File: config.mk
export PLATFORM = sky130hd
export DESIGN_NAME = dcs_channel
export DESIGN_NICKNAME = d
export VERILOG_FILES = /design/src/dcs_pkg.sv /design/src/dcs_flag.sv /design/src/dcs_irq.sv /design/src/dcs_channel.sv
export SDC_FILE = /design/constraint.sdc
export NUM_CORES = 1
export LEC_CHECK = 0
export ABC_AREA = 1
export BUFFER_PORTS_ARGS = -buffer_cell sky130_fd_sc_hd__buf_2
export CAP_MARGIN = 20
export CORE_UTILIZATION = 40
export CTS_BUF_LIST = sky130_fd_sc_hd__clkbuf_2
export DETAILED_ROUTE_END_ITERATION = 8
export PLACE_DENSITY = 0.78
export SLEW_MARGIN = 20
export SYNTH_ARGS = -nofsm -noshare
export SYNTH_HDL_FRONTEND = slang
export SYNTH_SLANG_ARGS = --single-unit
File: constraint.sdc
create_clock -name ref_clk -period 1 [get_ports ref_clk]
set_input_delay 0.2 -clock ref_clk [delete_from_list [all_inputs] [get_ports ref_clk]]
set_output_delay 0.2 -clock ref_clk [all_outputs]
set_load 0.02 [all_outputs]
File: src/dcs_pkg.sv
// shared constants for the dma channel status block
package dcs_pkg;

  // ----------------------------------------------------------------
  // register map
  // ----------------------------------------------------------------
  localparam int          ADDR_W      = 8;
  localparam int          DATA_W      = 32;
  localparam logic [7:0]  OFF_STATE   = 8'h00;  // channel_state_register
  localparam logic [7:0]  OFF_SETUP   = 8'h04;  // channel setup (start, enables)
  localparam logic [7:0]  OFF_EV_STAT = 8'h08;  // sticky event status, write 1 clears
  localparam logic [7:0]  OFF_EV_MASK = 8'h0c;  // event mask
  localparam logic [31:0] STATE_RESET = 32'h0000_0000;

  // ----------------------------------------------------------------
  // channel_state_register fields
  // ----------------------------------------------------------------
  localparam int LIVE_BIT = 31;
  localparam int NC_BIT   = 23;
  localparam int ABC_BIT  = 22;
  localparam int SBE_BIT  = 20;
  localparam int DBE_BIT  = 19;
  localparam int CFG_BIT  = 18;

  // ----------------------------------------------------------------
  // channel setup fields
  // ----------------------------------------------------------------
  localparam int START_BIT  = 0;
  localparam int NC_IE_BIT  = 1;
  localparam int ABC_IE_BIT = 2;

  // ----------------------------------------------------------------
  // flag and event indices
  // ----------------------------------------------------------------
  localparam int FLAG_NC   = 0;
  localparam int FLAG_ABC  = 1;
  localparam int FLAG_SBE  = 2;
  localparam int FLAG_DBE  = 3;
  localparam int FLAG_CFG  = 4;
  localparam int NUM_FLAGS = 5;

  localparam int EV_NORMAL    = 0;
  localparam int EV_ABNORMAL  = 1;
  localparam int EV_START_ERR = 2;
  localparam int NUM_EV       = 3;

endpackage

File: src/dcs_flag.sv
// one sticky status flag with set priority over clear
`timescale 1ns/100ps
`default_nettype none

module dcs_flag (
  input  wire logic ref_clk,
  input  wire logic rstn,
  input  wire logic set,
  input  wire logic clr,
  output var  logic q
);

  logic flag_r;
  logic flag_nxt;

  // a set arriving with a clear is kept, so no event is lost
  always_comb begin
    flag_nxt = flag_r;
    if (clr) begin
      flag_nxt = 1'b0;
    end
    if (set) begin
      flag_nxt = 1'b1;
    end
  end

  always_ff @(posedge ref_clk or negedge rstn) begin
    if (!rstn) begin
      flag_r <= 1'b0;
    end else begin
      flag_r <= flag_nxt;
    end
  end

  assign q = flag_r;
endmodule

`default_nettype wire

File: src/dcs_irq.sv
// sticky event status, mask and the level interrupt output
`timescale 1ns/100ps
`default_nettype none

module dcs_irq #(
  parameter int N = 3
) (
  input  wire logic         ref_clk,
  input  wire logic         rstn,
  input  wire logic [N-1:0] ev,
  input  wire logic         wr_stat,
  input  wire logic         wr_mask,
  input  wire logic [N-1:0] wdata,
  input  wire logic         lvl_req,
  output var  logic [N-1:0] stat_o,
  output var  logic [N-1:0] mask_o,
  output var  logic         irq_o
);

  logic [N-1:0] stat_r;
  logic [N-1:0] stat_nxt;
  logic [N-1:0] mask_r;
  logic [N-1:0] mask_nxt;
  logic         irq_r;
  logic         irq_nxt;

  // write one clears, a new event in the same cycle wins
  always_comb begin
    stat_nxt = (stat_r & ~(wr_stat ? wdata : '0)) | ev;
    mask_nxt = wr_mask ? wdata : mask_r;
    irq_nxt  = (|(stat_nxt & mask_nxt)) | lvl_req;
  end

  always_ff @(posedge ref_clk or negedge rstn) begin
    if (!rstn) begin
      stat_r <= '0;
      mask_r <= '0;
      irq_r  <= 1'b0;
    end else begin
      stat_r <= stat_nxt;
      mask_r <= mask_nxt;
      irq_r  <= irq_nxt;
    end
  end

  assign stat_o = stat_r;
  assign mask_o = mask_r;
  assign irq_o  = irq_r;
endmodule

`default_nettype wire

File: src/dcs_channel.sv
// per-channel status logic of the dma controller
//
// Notes on behaviour
// - bit 31 reads 1 while the channel is live, else 0; resets to 0.
// - normal end sets bit 23 and requests interrupt when enabled.
// - writing 0 to bit 23 clears it and its request; 1 is ignored.
// - a start while bit 23 is set is an error and starts nothing.
// - abnormal end sets bit 22 and requests interrupt when enabled.
// - writing 0 to bit 22 clears it and its request; 1 is ignored.
// - clearing bit 22 also clears bits 20, 19 and 18.
// - a start while bit 22 is set is an error and starts nothing.
// - source bus error sets read-only bit 20; resets to 0.
// - destination bus error sets read-only bit 19; resets to 0.
// - configuration error sets read-only bit 18; resets to 0.
//
// Design decisions made here: the register addresses and the strobed register port.
`timescale 1ns/100ps
`default_nettype none

module dcs_channel (
  input  wire logic                       ref_clk,
  input  wire logic                       rstn,
  input  wire logic [dcs_pkg::ADDR_W-1:0] addr,
  input  wire logic [dcs_pkg::DATA_W-1:0] wdata,
  input  wire logic                       wr,
  input  wire logic                       rd,
  output var  logic [dcs_pkg::DATA_W-1:0] rdata,
  input  wire logic                       xfer_done_i,
  input  wire logic                       src_bus_err_i,
  input  wire logic                       dst_bus_err_i,
  input  wire logic                       cfg_err_i,
  output var  logic                       start_o,
  output var  logic                       stop_o,
  output var  logic                       start_err_o,
  output var  logic                       chan_live_o,
  output var  logic                       irq_o
);

  // ----------------------------------------------------------------
  // decode and events
  // ----------------------------------------------------------------
  logic                           wr_state;
  logic                           wr_setup;
  logic                           start_req;
  logic                           any_err;
  logic                           done_ok;
  logic                           start_err;
  logic                           start_ok;
  logic [dcs_pkg::NUM_FLAGS-1:0]  flag_set;
  logic [dcs_pkg::NUM_FLAGS-1:0]  flag_clr;
  logic [dcs_pkg::NUM_FLAGS-1:0]  flag_q;
  logic [dcs_pkg::NUM_EV-1:0]     ev;
  logic [dcs_pkg::NUM_EV-1:0]     ev_stat;
  logic [dcs_pkg::NUM_EV-1:0]     ev_mask;
  logic                           lvl_req;
  logic                           irq_w;

  // register state
  logic                       live_r;
  logic                       live_nxt;
  logic                       nc_ie_r;
  logic                       nc_ie_nxt;
  logic                       abc_ie_r;
  logic                       abc_ie_nxt;
  logic                       start_r;
  logic                       start_nxt;
  logic                       stop_r;
  logic                       stop_nxt;
  logic                       serr_r;
  logic                       serr_nxt;
  logic [dcs_pkg::DATA_W-1:0] rdata_r;
  logic [dcs_pkg::DATA_W-1:0] rdata_nxt;
  logic [dcs_pkg::DATA_W-1:0] state_word;

  // launch is a setup write with the start bit high
  always_comb begin
    wr_state  = wr && (addr == dcs_pkg::OFF_STATE);
    wr_setup  = wr && (addr == dcs_pkg::OFF_SETUP);
    start_req = wr_setup && wdata[dcs_pkg::START_BIT];
    any_err   = src_bus_err_i || dst_bus_err_i || cfg_err_i;
    // an error in the same cycle as the end turns it abnormal
    done_ok   = xfer_done_i && live_r && !any_err;
    // a pending done flag blocks the launch; software must clear both first
    start_err = start_req && (flag_q[dcs_pkg::FLAG_NC] || flag_q[dcs_pkg::FLAG_ABC]);
    start_ok  = start_req && !start_err && !live_r && !any_err;
  end

  // ----------------------------------------------------------------
  // status flags
  // ----------------------------------------------------------------
  // writes of one to the done flags store nothing; zero clears
  always_comb begin
    flag_set = '0;
    flag_clr = '0;
    flag_set[dcs_pkg::FLAG_NC]  = done_ok;
    flag_set[dcs_pkg::FLAG_ABC] = any_err;
    flag_set[dcs_pkg::FLAG_SBE] = src_bus_err_i;
    flag_set[dcs_pkg::FLAG_DBE] = dst_bus_err_i;
    flag_set[dcs_pkg::FLAG_CFG] = cfg_err_i;
    flag_clr[dcs_pkg::FLAG_NC]  = wr_state && !wdata[dcs_pkg::NC_BIT];
    flag_clr[dcs_pkg::FLAG_ABC] = wr_state && !wdata[dcs_pkg::ABC_BIT];
    flag_clr[dcs_pkg::FLAG_SBE] = flag_clr[dcs_pkg::FLAG_ABC];
    flag_clr[dcs_pkg::FLAG_DBE] = flag_clr[dcs_pkg::FLAG_ABC];
    flag_clr[dcs_pkg::FLAG_CFG] = flag_clr[dcs_pkg::FLAG_ABC];
  end

  // one sticky cell per flag
  generate
    for (genvar i = 0; i < dcs_pkg::NUM_FLAGS; i++) begin : g_flag
      dcs_flag u_flag (
        .ref_clk (ref_clk),
        .rstn    (rstn),
        .set     (flag_set[i]),
        .clr     (flag_clr[i]),
        .q       (flag_q[i])
      );
    end
  endgenerate

  // ----------------------------------------------------------------
  // channel live state and control
  // ----------------------------------------------------------------
  // errors win over everything so a faulted channel never stays live
  always_comb begin
    live_nxt   = live_r;
    nc_ie_nxt  = nc_ie_r;
    abc_ie_nxt = abc_ie_r;
    if (any_err) begin
      live_nxt = 1'b0;
    end else if (done_ok) begin
      live_nxt = 1'b0;
    end else if (start_ok) begin
      live_nxt = 1'b1;
    end
    if (wr_setup) begin
      nc_ie_nxt  = wdata[dcs_pkg::NC_IE_BIT];
      abc_ie_nxt = wdata[dcs_pkg::ABC_IE_BIT];
    end
    start_nxt = start_ok;
    stop_nxt  = any_err && live_r;
    serr_nxt  = start_err;
  end

  always_ff @(posedge ref_clk or negedge rstn) begin
    if (!rstn) begin
      live_r   <= 1'b0;
      nc_ie_r  <= 1'b0;
      abc_ie_r <= 1'b0;
      start_r  <= 1'b0;
      stop_r   <= 1'b0;
      serr_r   <= 1'b0;
    end else begin
      live_r   <= live_nxt;
      nc_ie_r  <= nc_ie_nxt;
      abc_ie_r <= abc_ie_nxt;
      start_r  <= start_nxt;
      stop_r   <= stop_nxt;
      serr_r   <= serr_nxt;
    end
  end

  // ----------------------------------------------------------------
  // interrupts
  // ----------------------------------------------------------------
  // done requests follow their flags, so clearing a flag withdraws them
  always_comb begin
    ev                        = '0;
    ev[dcs_pkg::EV_NORMAL]    = done_ok;
    ev[dcs_pkg::EV_ABNORMAL]  = any_err;
    ev[dcs_pkg::EV_START_ERR] = start_err;
    lvl_req = (flag_set[dcs_pkg::FLAG_NC] || (flag_q[dcs_pkg::FLAG_NC]
                 && !flag_clr[dcs_pkg::FLAG_NC])) && nc_ie_nxt;
    lvl_req = lvl_req || ((flag_set[dcs_pkg::FLAG_ABC] || (flag_q[dcs_pkg::FLAG_ABC]
                 && !flag_clr[dcs_pkg::FLAG_ABC])) && abc_ie_nxt);
  end

  dcs_irq #(
    .N (dcs_pkg::NUM_EV)
  ) u_irq (
    .ref_clk (ref_clk),
    .rstn    (rstn),
    .ev      (ev),
    .wr_stat (wr && (addr == dcs_pkg::OFF_EV_STAT)),
    .wr_mask (wr && (addr == dcs_pkg::OFF_EV_MASK)),
    .wdata   (wdata[dcs_pkg::NUM_EV-1:0]),
    .lvl_req (lvl_req),
    .stat_o  (ev_stat),
    .mask_o  (ev_mask),
    .irq_o   (irq_w)
  );

  // ----------------------------------------------------------------
  // read path
  // ----------------------------------------------------------------
  // reserved bits read zero whatever software wrote to them
  always_comb begin
    state_word                    = dcs_pkg::STATE_RESET;
    state_word[dcs_pkg::LIVE_BIT] = live_r;
    state_word[dcs_pkg::NC_BIT]   = flag_q[dcs_pkg::FLAG_NC];
    state_word[dcs_pkg::ABC_BIT]  = flag_q[dcs_pkg::FLAG_ABC];
    state_word[dcs_pkg::SBE_BIT]  = flag_q[dcs_pkg::FLAG_SBE];
    state_word[dcs_pkg::DBE_BIT]  = flag_q[dcs_pkg::FLAG_DBE];
    state_word[dcs_pkg::CFG_BIT]  = flag_q[dcs_pkg::FLAG_CFG];
    rdata_nxt = '0;
    if (rd) begin
      case (addr)
        dcs_pkg::OFF_STATE: begin
          rdata_nxt = state_word;
        end
        dcs_pkg::OFF_SETUP: begin
          rdata_nxt[dcs_pkg::NC_IE_BIT]  = nc_ie_r;
          rdata_nxt[dcs_pkg::ABC_IE_BIT] = abc_ie_r;
        end
        dcs_pkg::OFF_EV_STAT: begin
          rdata_nxt[dcs_pkg::NUM_EV-1:0] = ev_stat;
        end
        dcs_pkg::OFF_EV_MASK: begin
          rdata_nxt[dcs_pkg::NUM_EV-1:0] = ev_mask;
        end
        default: begin
          rdata_nxt = '0;
        end
      endcase
    end
  end

  always_ff @(posedge ref_clk or negedge rstn) begin
    if (!rstn) begin
      rdata_r <= '0;
    end else begin
      rdata_r <= rdata_nxt;
    end
  end

  assign rdata       = rdata_r;
  assign start_o     = start_r;
  assign stop_o      = stop_r;
  assign start_err_o = serr_r;
  assign chan_live_o = live_r;
  assign irq_o       = irq_w;
endmodule

`default_nettype wire

### After elaboration in Yosys (flattened, before gate mapping)

Index checks and enable logic that the tools add are counted.

| operators by class | value |
|---|---|
| $add $sub $neg | 0 |
| $mul | 0 |
| div/mod/pow operators | 0 |
| order comparisons | 0 |
| equality and inequality tests | 3 |
| shift operators | 0 |
| muxes and demuxes | 18 |
| bitwise operators | 5 |
| reductions and logical operators | 39 |

Operators with widths:

| kind | count |
|---|---|
| $mux W32 | 1 |
| $mux W29 | 1 |
| $logic_and A1 B1 Y1 | 18 |
| $eq A8 B4 Y1 const B | 2 |
| $mux W1 | 12 |
| $reduce_bool A2 Y1 | 5 |
| $eq A8 B3 Y1 const B | 1 |
| $logic_not A8 Y1 | 1 |
| $logic_not A1 Y1 | 7 |
| $and A3 B3 Y3 | 2 |
| $logic_or A1 B1 Y1 | 6 |
| $mux W3 | 2 |
| $pmux W2 S3 | 1 |
| $not A3 Y3 | 1 |
| $or A3 B3 Y3 | 1 |
| $reduce_bool A3 Y1 | 1 |
| $reduce_or A3 Y1 | 1 |
| $pmux W1 S2 | 1 |
| $or A1 B1 Y1 | 1 |

| word-level totals | value |
|---|---|
| flip-flop bits (word level) | 50 |
| latch bits | 0 |
| bits in writable memories | 0 |
| memory bits (read-only) | 0 |
| input port bits | 48 |
| output and inout port bits | 37 |
| memories | 0 |

### Longest topological paths before layout

| depth | value |
|---|---|
| depth in word-level cells | 11 |
| gate-level depth with buffers | 10 |
| mapped depth without buffers | 10 |

### Hierarchy

Synthesis repeated with hierarchy kept, for this count alone.

| second synthesis, totals | value |
|---|---|
| cell total of the unflattened synthesis | 179 |
| area, all modules | 1425.1 µm² |

By module, submodules not included:

| module | instances | cells each | area each (µm²) |
|---|---|---|---|
| dcs_channel | 1 | 119 | 929.6 |
| dcs_irq | 1 | 35 | 295.3 |
| dcs_flag | 5 | 5 | 40.0 |

### Worst setup path after synthesis

Ideal clock, no wire load.

| timing | value |
|---|---|
| kind | input-to-reg |
| start | input port addr[1] (netlist name) |
| end | register u_irq.irq_r, in the netlist u_irq.irq_o |
| setup time | 0.119 ns |
| data arrival time | 0.964 ns |
| required time | 0.881 ns |
| setup slack | -0.083 ns |
| stages | 10 |
| buffers on the path | 0 |
| path through | nor2_4 > nand3_2 > nor2_4 > nand2_2 > nand2_1 > nand2_2 > nand2_1 > nand2_1 > nor2_1 > nand2_1 |

RTL lines:

| element | RTL line | source |
|---|---|---|
| from (decl) | dcs_channel.sv:23 | `input wire logic [dcs_pkg::ADDR_W-1:0] addr,` |
| $eq A8 B3 Y1 | dcs_channel.sv:78 | `wr_setup = wr && (addr == dcs_pkg::OFF_SETUP);` |
| $logic_and A1 B1 Y1 | dcs_channel.sv:78 |  |
| $mux W1 | dcs_channel.sv:135 | `if (wr_setup) begin` |
| net nc_ie_nxt | dcs_channel.sv:62 | `logic nc_ie_nxt;` |
| $logic_and A1 B1 Y1 | dcs_channel.sv:172 | `&& !flag_clr[dcs_pkg::FLAG_NC])) && nc_ie_nxt;` |
| $logic_or A1 B1 Y1 | dcs_channel.sv:173 | `lvl_req = lvl_req \|\| ((flag_set[dcs_pkg::FLAG_ABC] \|\| (flag_q[dcs_pkg::FLAG_ABC]` |
| $or A1 B1 Y1 | dcs_irq.sv:31 | `irq_nxt = (\|(stat_nxt & mask_nxt)) \| lvl_req;` |
| net u_irq.irq_nxt | dcs_irq.sv:25 | `logic irq_nxt;` |
| to (signal assigned) | dcs_irq.sv:42 | `irq_r <= irq_nxt;` |
| to (decl) | dcs_irq.sv:24 | `logic irq_r;` |

The timed path passes the listed nets, and every way through them passes these cells.
A chain may end at the register's enable or synchronous reset.

### Final worst setup path

| timing | value |
|---|---|
| start | register live_r, in the netlist chan_live_o |
| end | output port chan_live_o |

RTL lines:

| element | RTL line | source |
|---|---|---|
| from (decl) | dcs_channel.sv:59 | `logic live_r;` |
| from (signal assigned) | dcs_channel.sv:153 | `live_r <= live_nxt;` |
| to (decl) | dcs_channel.sv:35 | `output var logic chan_live_o,` |

No word-level cell between the ends.

==> results.ini <==
[sta]
timing.fmax_ghz=0.794
rsz0062_at_grt=true
min_period_over_period=1.26
finalMaxSlewViolations=0
fin_ws_ns=-0.259
final.setup.tns_ns=-1.92
setup_violations=16
fin_crit_ns=1.26
skew_ns=0.00239
finalHoldViolations=0
fin_hold_ws_ns=0.0459

[placed_design]
place.gp.congestion=0.805
placed_area_um2=1710
dp_hpwl_um=2040
pre_cts_slack_ns=-0.345
port_buffers=34

[yosys]
synth_ff_type=dfrtp_1
synth_edf_count=0
netlist_area_um2=1410
ys_seq_area_frac=0.479
synthAdderAreaFrac=0
ys_types=19
ys_warn_count=0
synth_mux_area_frac=0
synth-seq-cells=27
synth_xor_area_frac=0
syn_avg_cell_area_um2=8.71
postSynthCellCount=162
async_flop_share=1.00
yosys.area_share.simple=0.318
synth-compound-area-share=0.0266
synth_top_family_by_area=simple AND/OR/NAND/NOR gates

[worst_setup_path]
critPathKind=reg2out
cp_common_cell=buf_6
cpMaxStageDelayCell=dfrtp_1
crit_arrival_ns=1.06
crit_required_ns=0.80
cp_slowest_stage_delay_ns=0.46
end_kind=primary output
crit_path_cell_trace=buf_6, buf_6
crit_path_max_fanout=2
critPathLaunchType=register

[drt]
firstDrtPassIters=4
vias=1160
routedWlPerCell_um=9.90
postRouteAntennaNets=0
via_per_inst=4.33
drc_errors=0
wl_um=2650
drtIter0Drc=31

[finish]
final_layout_size_suffix_gt1_frac=0.374
syn_to_final_growth_pct=32.5
antenna_cells=0
final_cell_area_um2=1870
nNetsFinal=271
fin_util=0.556

[clock_network]
tritoncts=done
cts-root-buf=clkbuf_2
clk_path_buf_depth=2
clkLatencyLatePin_ns=0.36
numCtsBuffers=3
cts.clk_slew.worst_paths_ns=0.25
htree_levels=1
cts.sinks=27

[power]
irDropWorstVdd_mv=0.413
power_leakage_uw=0.00104
power.density_nw_per_um2=971

[die]
io_pins=85
die_area_um2=3770
core_um2=3360
initial_core_util=0.420
num_rows=21
die_w_um=61.4
die_y_um=61.4

[global_routing]
overflow=0
grt_pass1_vias=997
antenna_found_initial=0
track_usage=0.154
grt_max_degree=28
grt_pass1_wl_um=4240

[run_status]
failed_checks=setup timing
status=finished, violations left

[min_path]
hp-class=in2reg

[flow_run]
drv_cap=0

==> stage by stage <==
| stage | std cells | power [uW] |
|---|---|---|
| 2_1_floorplan | 184 | 1340 |
| 3_3_place_gp | 261 | 1400 |
| 3_5_place_dp | 261 | 1410 |
| 4_1_cts | 268 | 1830 |
| 5_1_grt | 268 | 1900 |
| 6_report | 268 | 1820 |
==> layer usage <==
| layer | part of all wire | global-route usage |
|---|---|---|
| met3 | 0.055 | 0.0273 |
| met5 | 0 | 0 |
| met4 | 0.012 | 0.0476 |
| met2 | 0.51 | 0.276 |
| met1 | 0.43 | 0.188 |
==> cell type report <==
cell class | count | area [um^2]
fill | 326 | 1490
sequential | 27 | 676
clock buffer | 3 | 15.0
inverter | 18 | 67.6
clock inverter | 1 | 7.51
tap | 46 | 57.6
multi-input combinational | 115 | 583
timing repair buffer | 58 | 464
==> synth_stat cells, types with 3 or more instances <==
library cell / n / area, um^2
buf_4: 23 / 173
a21oi_1: 3 / 15.0
nand3_2: 4 / 40.0
nor2_4: 6 / 67.6
o21bai_1: 3 / 22.5
nand2_1: 42 / 158
nand2_2: 3 / 18.8
nand3_1: 12 / 60.1
nor2_1: 11 / 41.3
inv_1: 18 / 67.6
dfrtp_1: 27 / 676
==> cell families (layout without fill, tap and decap cells) <==
kind of cell	count (synthesis)	in the layout
other	1	23
buffers and inverters	42	80
flip-flops	27	27
AO/OA/AOI/OAI	6	6
AND/OR/NAND/NOR	86	86
==> worst paths after layout <==
path | from | endpoint | slack (ns) | cells after the start
worst max register to register | g_flag[1].u_flag.q | u_irq.irq_o | -0.08 | 8
min in group asynchronous | rstn | g_flag[0].u_flag.q | 0.27 | 3
max in group asynchronous | rstn | u_irq.mask_o[2] | 0.59 | 3
worst min register to register | g_flag[3].u_flag.q | rdata[19] | 0.52 | 2
worst min-delay path | rd | rdata[1] | 0.05 | 3
worst max-delay path | chan_live_o | chan_live_o | -0.26 | 2
==> state kept, by name, indices dropped and copies added, names as in the netlist <==
signal and count:
u_irq.irq_o 1, u_irq.stat_o 3, g_flag.u_flag.q 5, u_irq.mask_o 3, chan_live_o 1, abc_ie_r 1, rdata 9, nc_ie_r 1
start_err_o 1, stop_o 1, start_o 1
==> power by group <==
| part | internal, uW | switching [uW] |
|---|---|---|
| Sequential | 1110 | 8.29 |
| Clock | 92.7 | 326 |
| Combinational | 92.0 | 189 |
==> critical path: cells and delay by family (launching register included) <==
family	cells	cell delay, ns
buffers and inverters	2	0.24
DFF	1	0.46
==> timing repair <==
action | 4_1_cts | 5_1_grt
buffers inserted | 2 | 1
resized for setup | 33 | 5
endpoints found under the setup margin | 17 | 19
pin swaps | 4 | 3
gates cloned | 0 | 0
hold endpoints to repair | 27 | 0
hold buffers | 1 | 0
==> cell usage in the layout (no fill, tap or decap), types with 4 or more instances in the layout <==
cell	n
nand2_1	41
dfrtp_1	27
conb_1	23
buf_2	20
buf_4	19
buf_6	17
inv_1	14
nand3_1	12
nor2_1	10
nor2_4	7
nand3_2	4
inv_2	4
nand2_2	4
No activity file was read; power rests on OpenSTA's default activity.
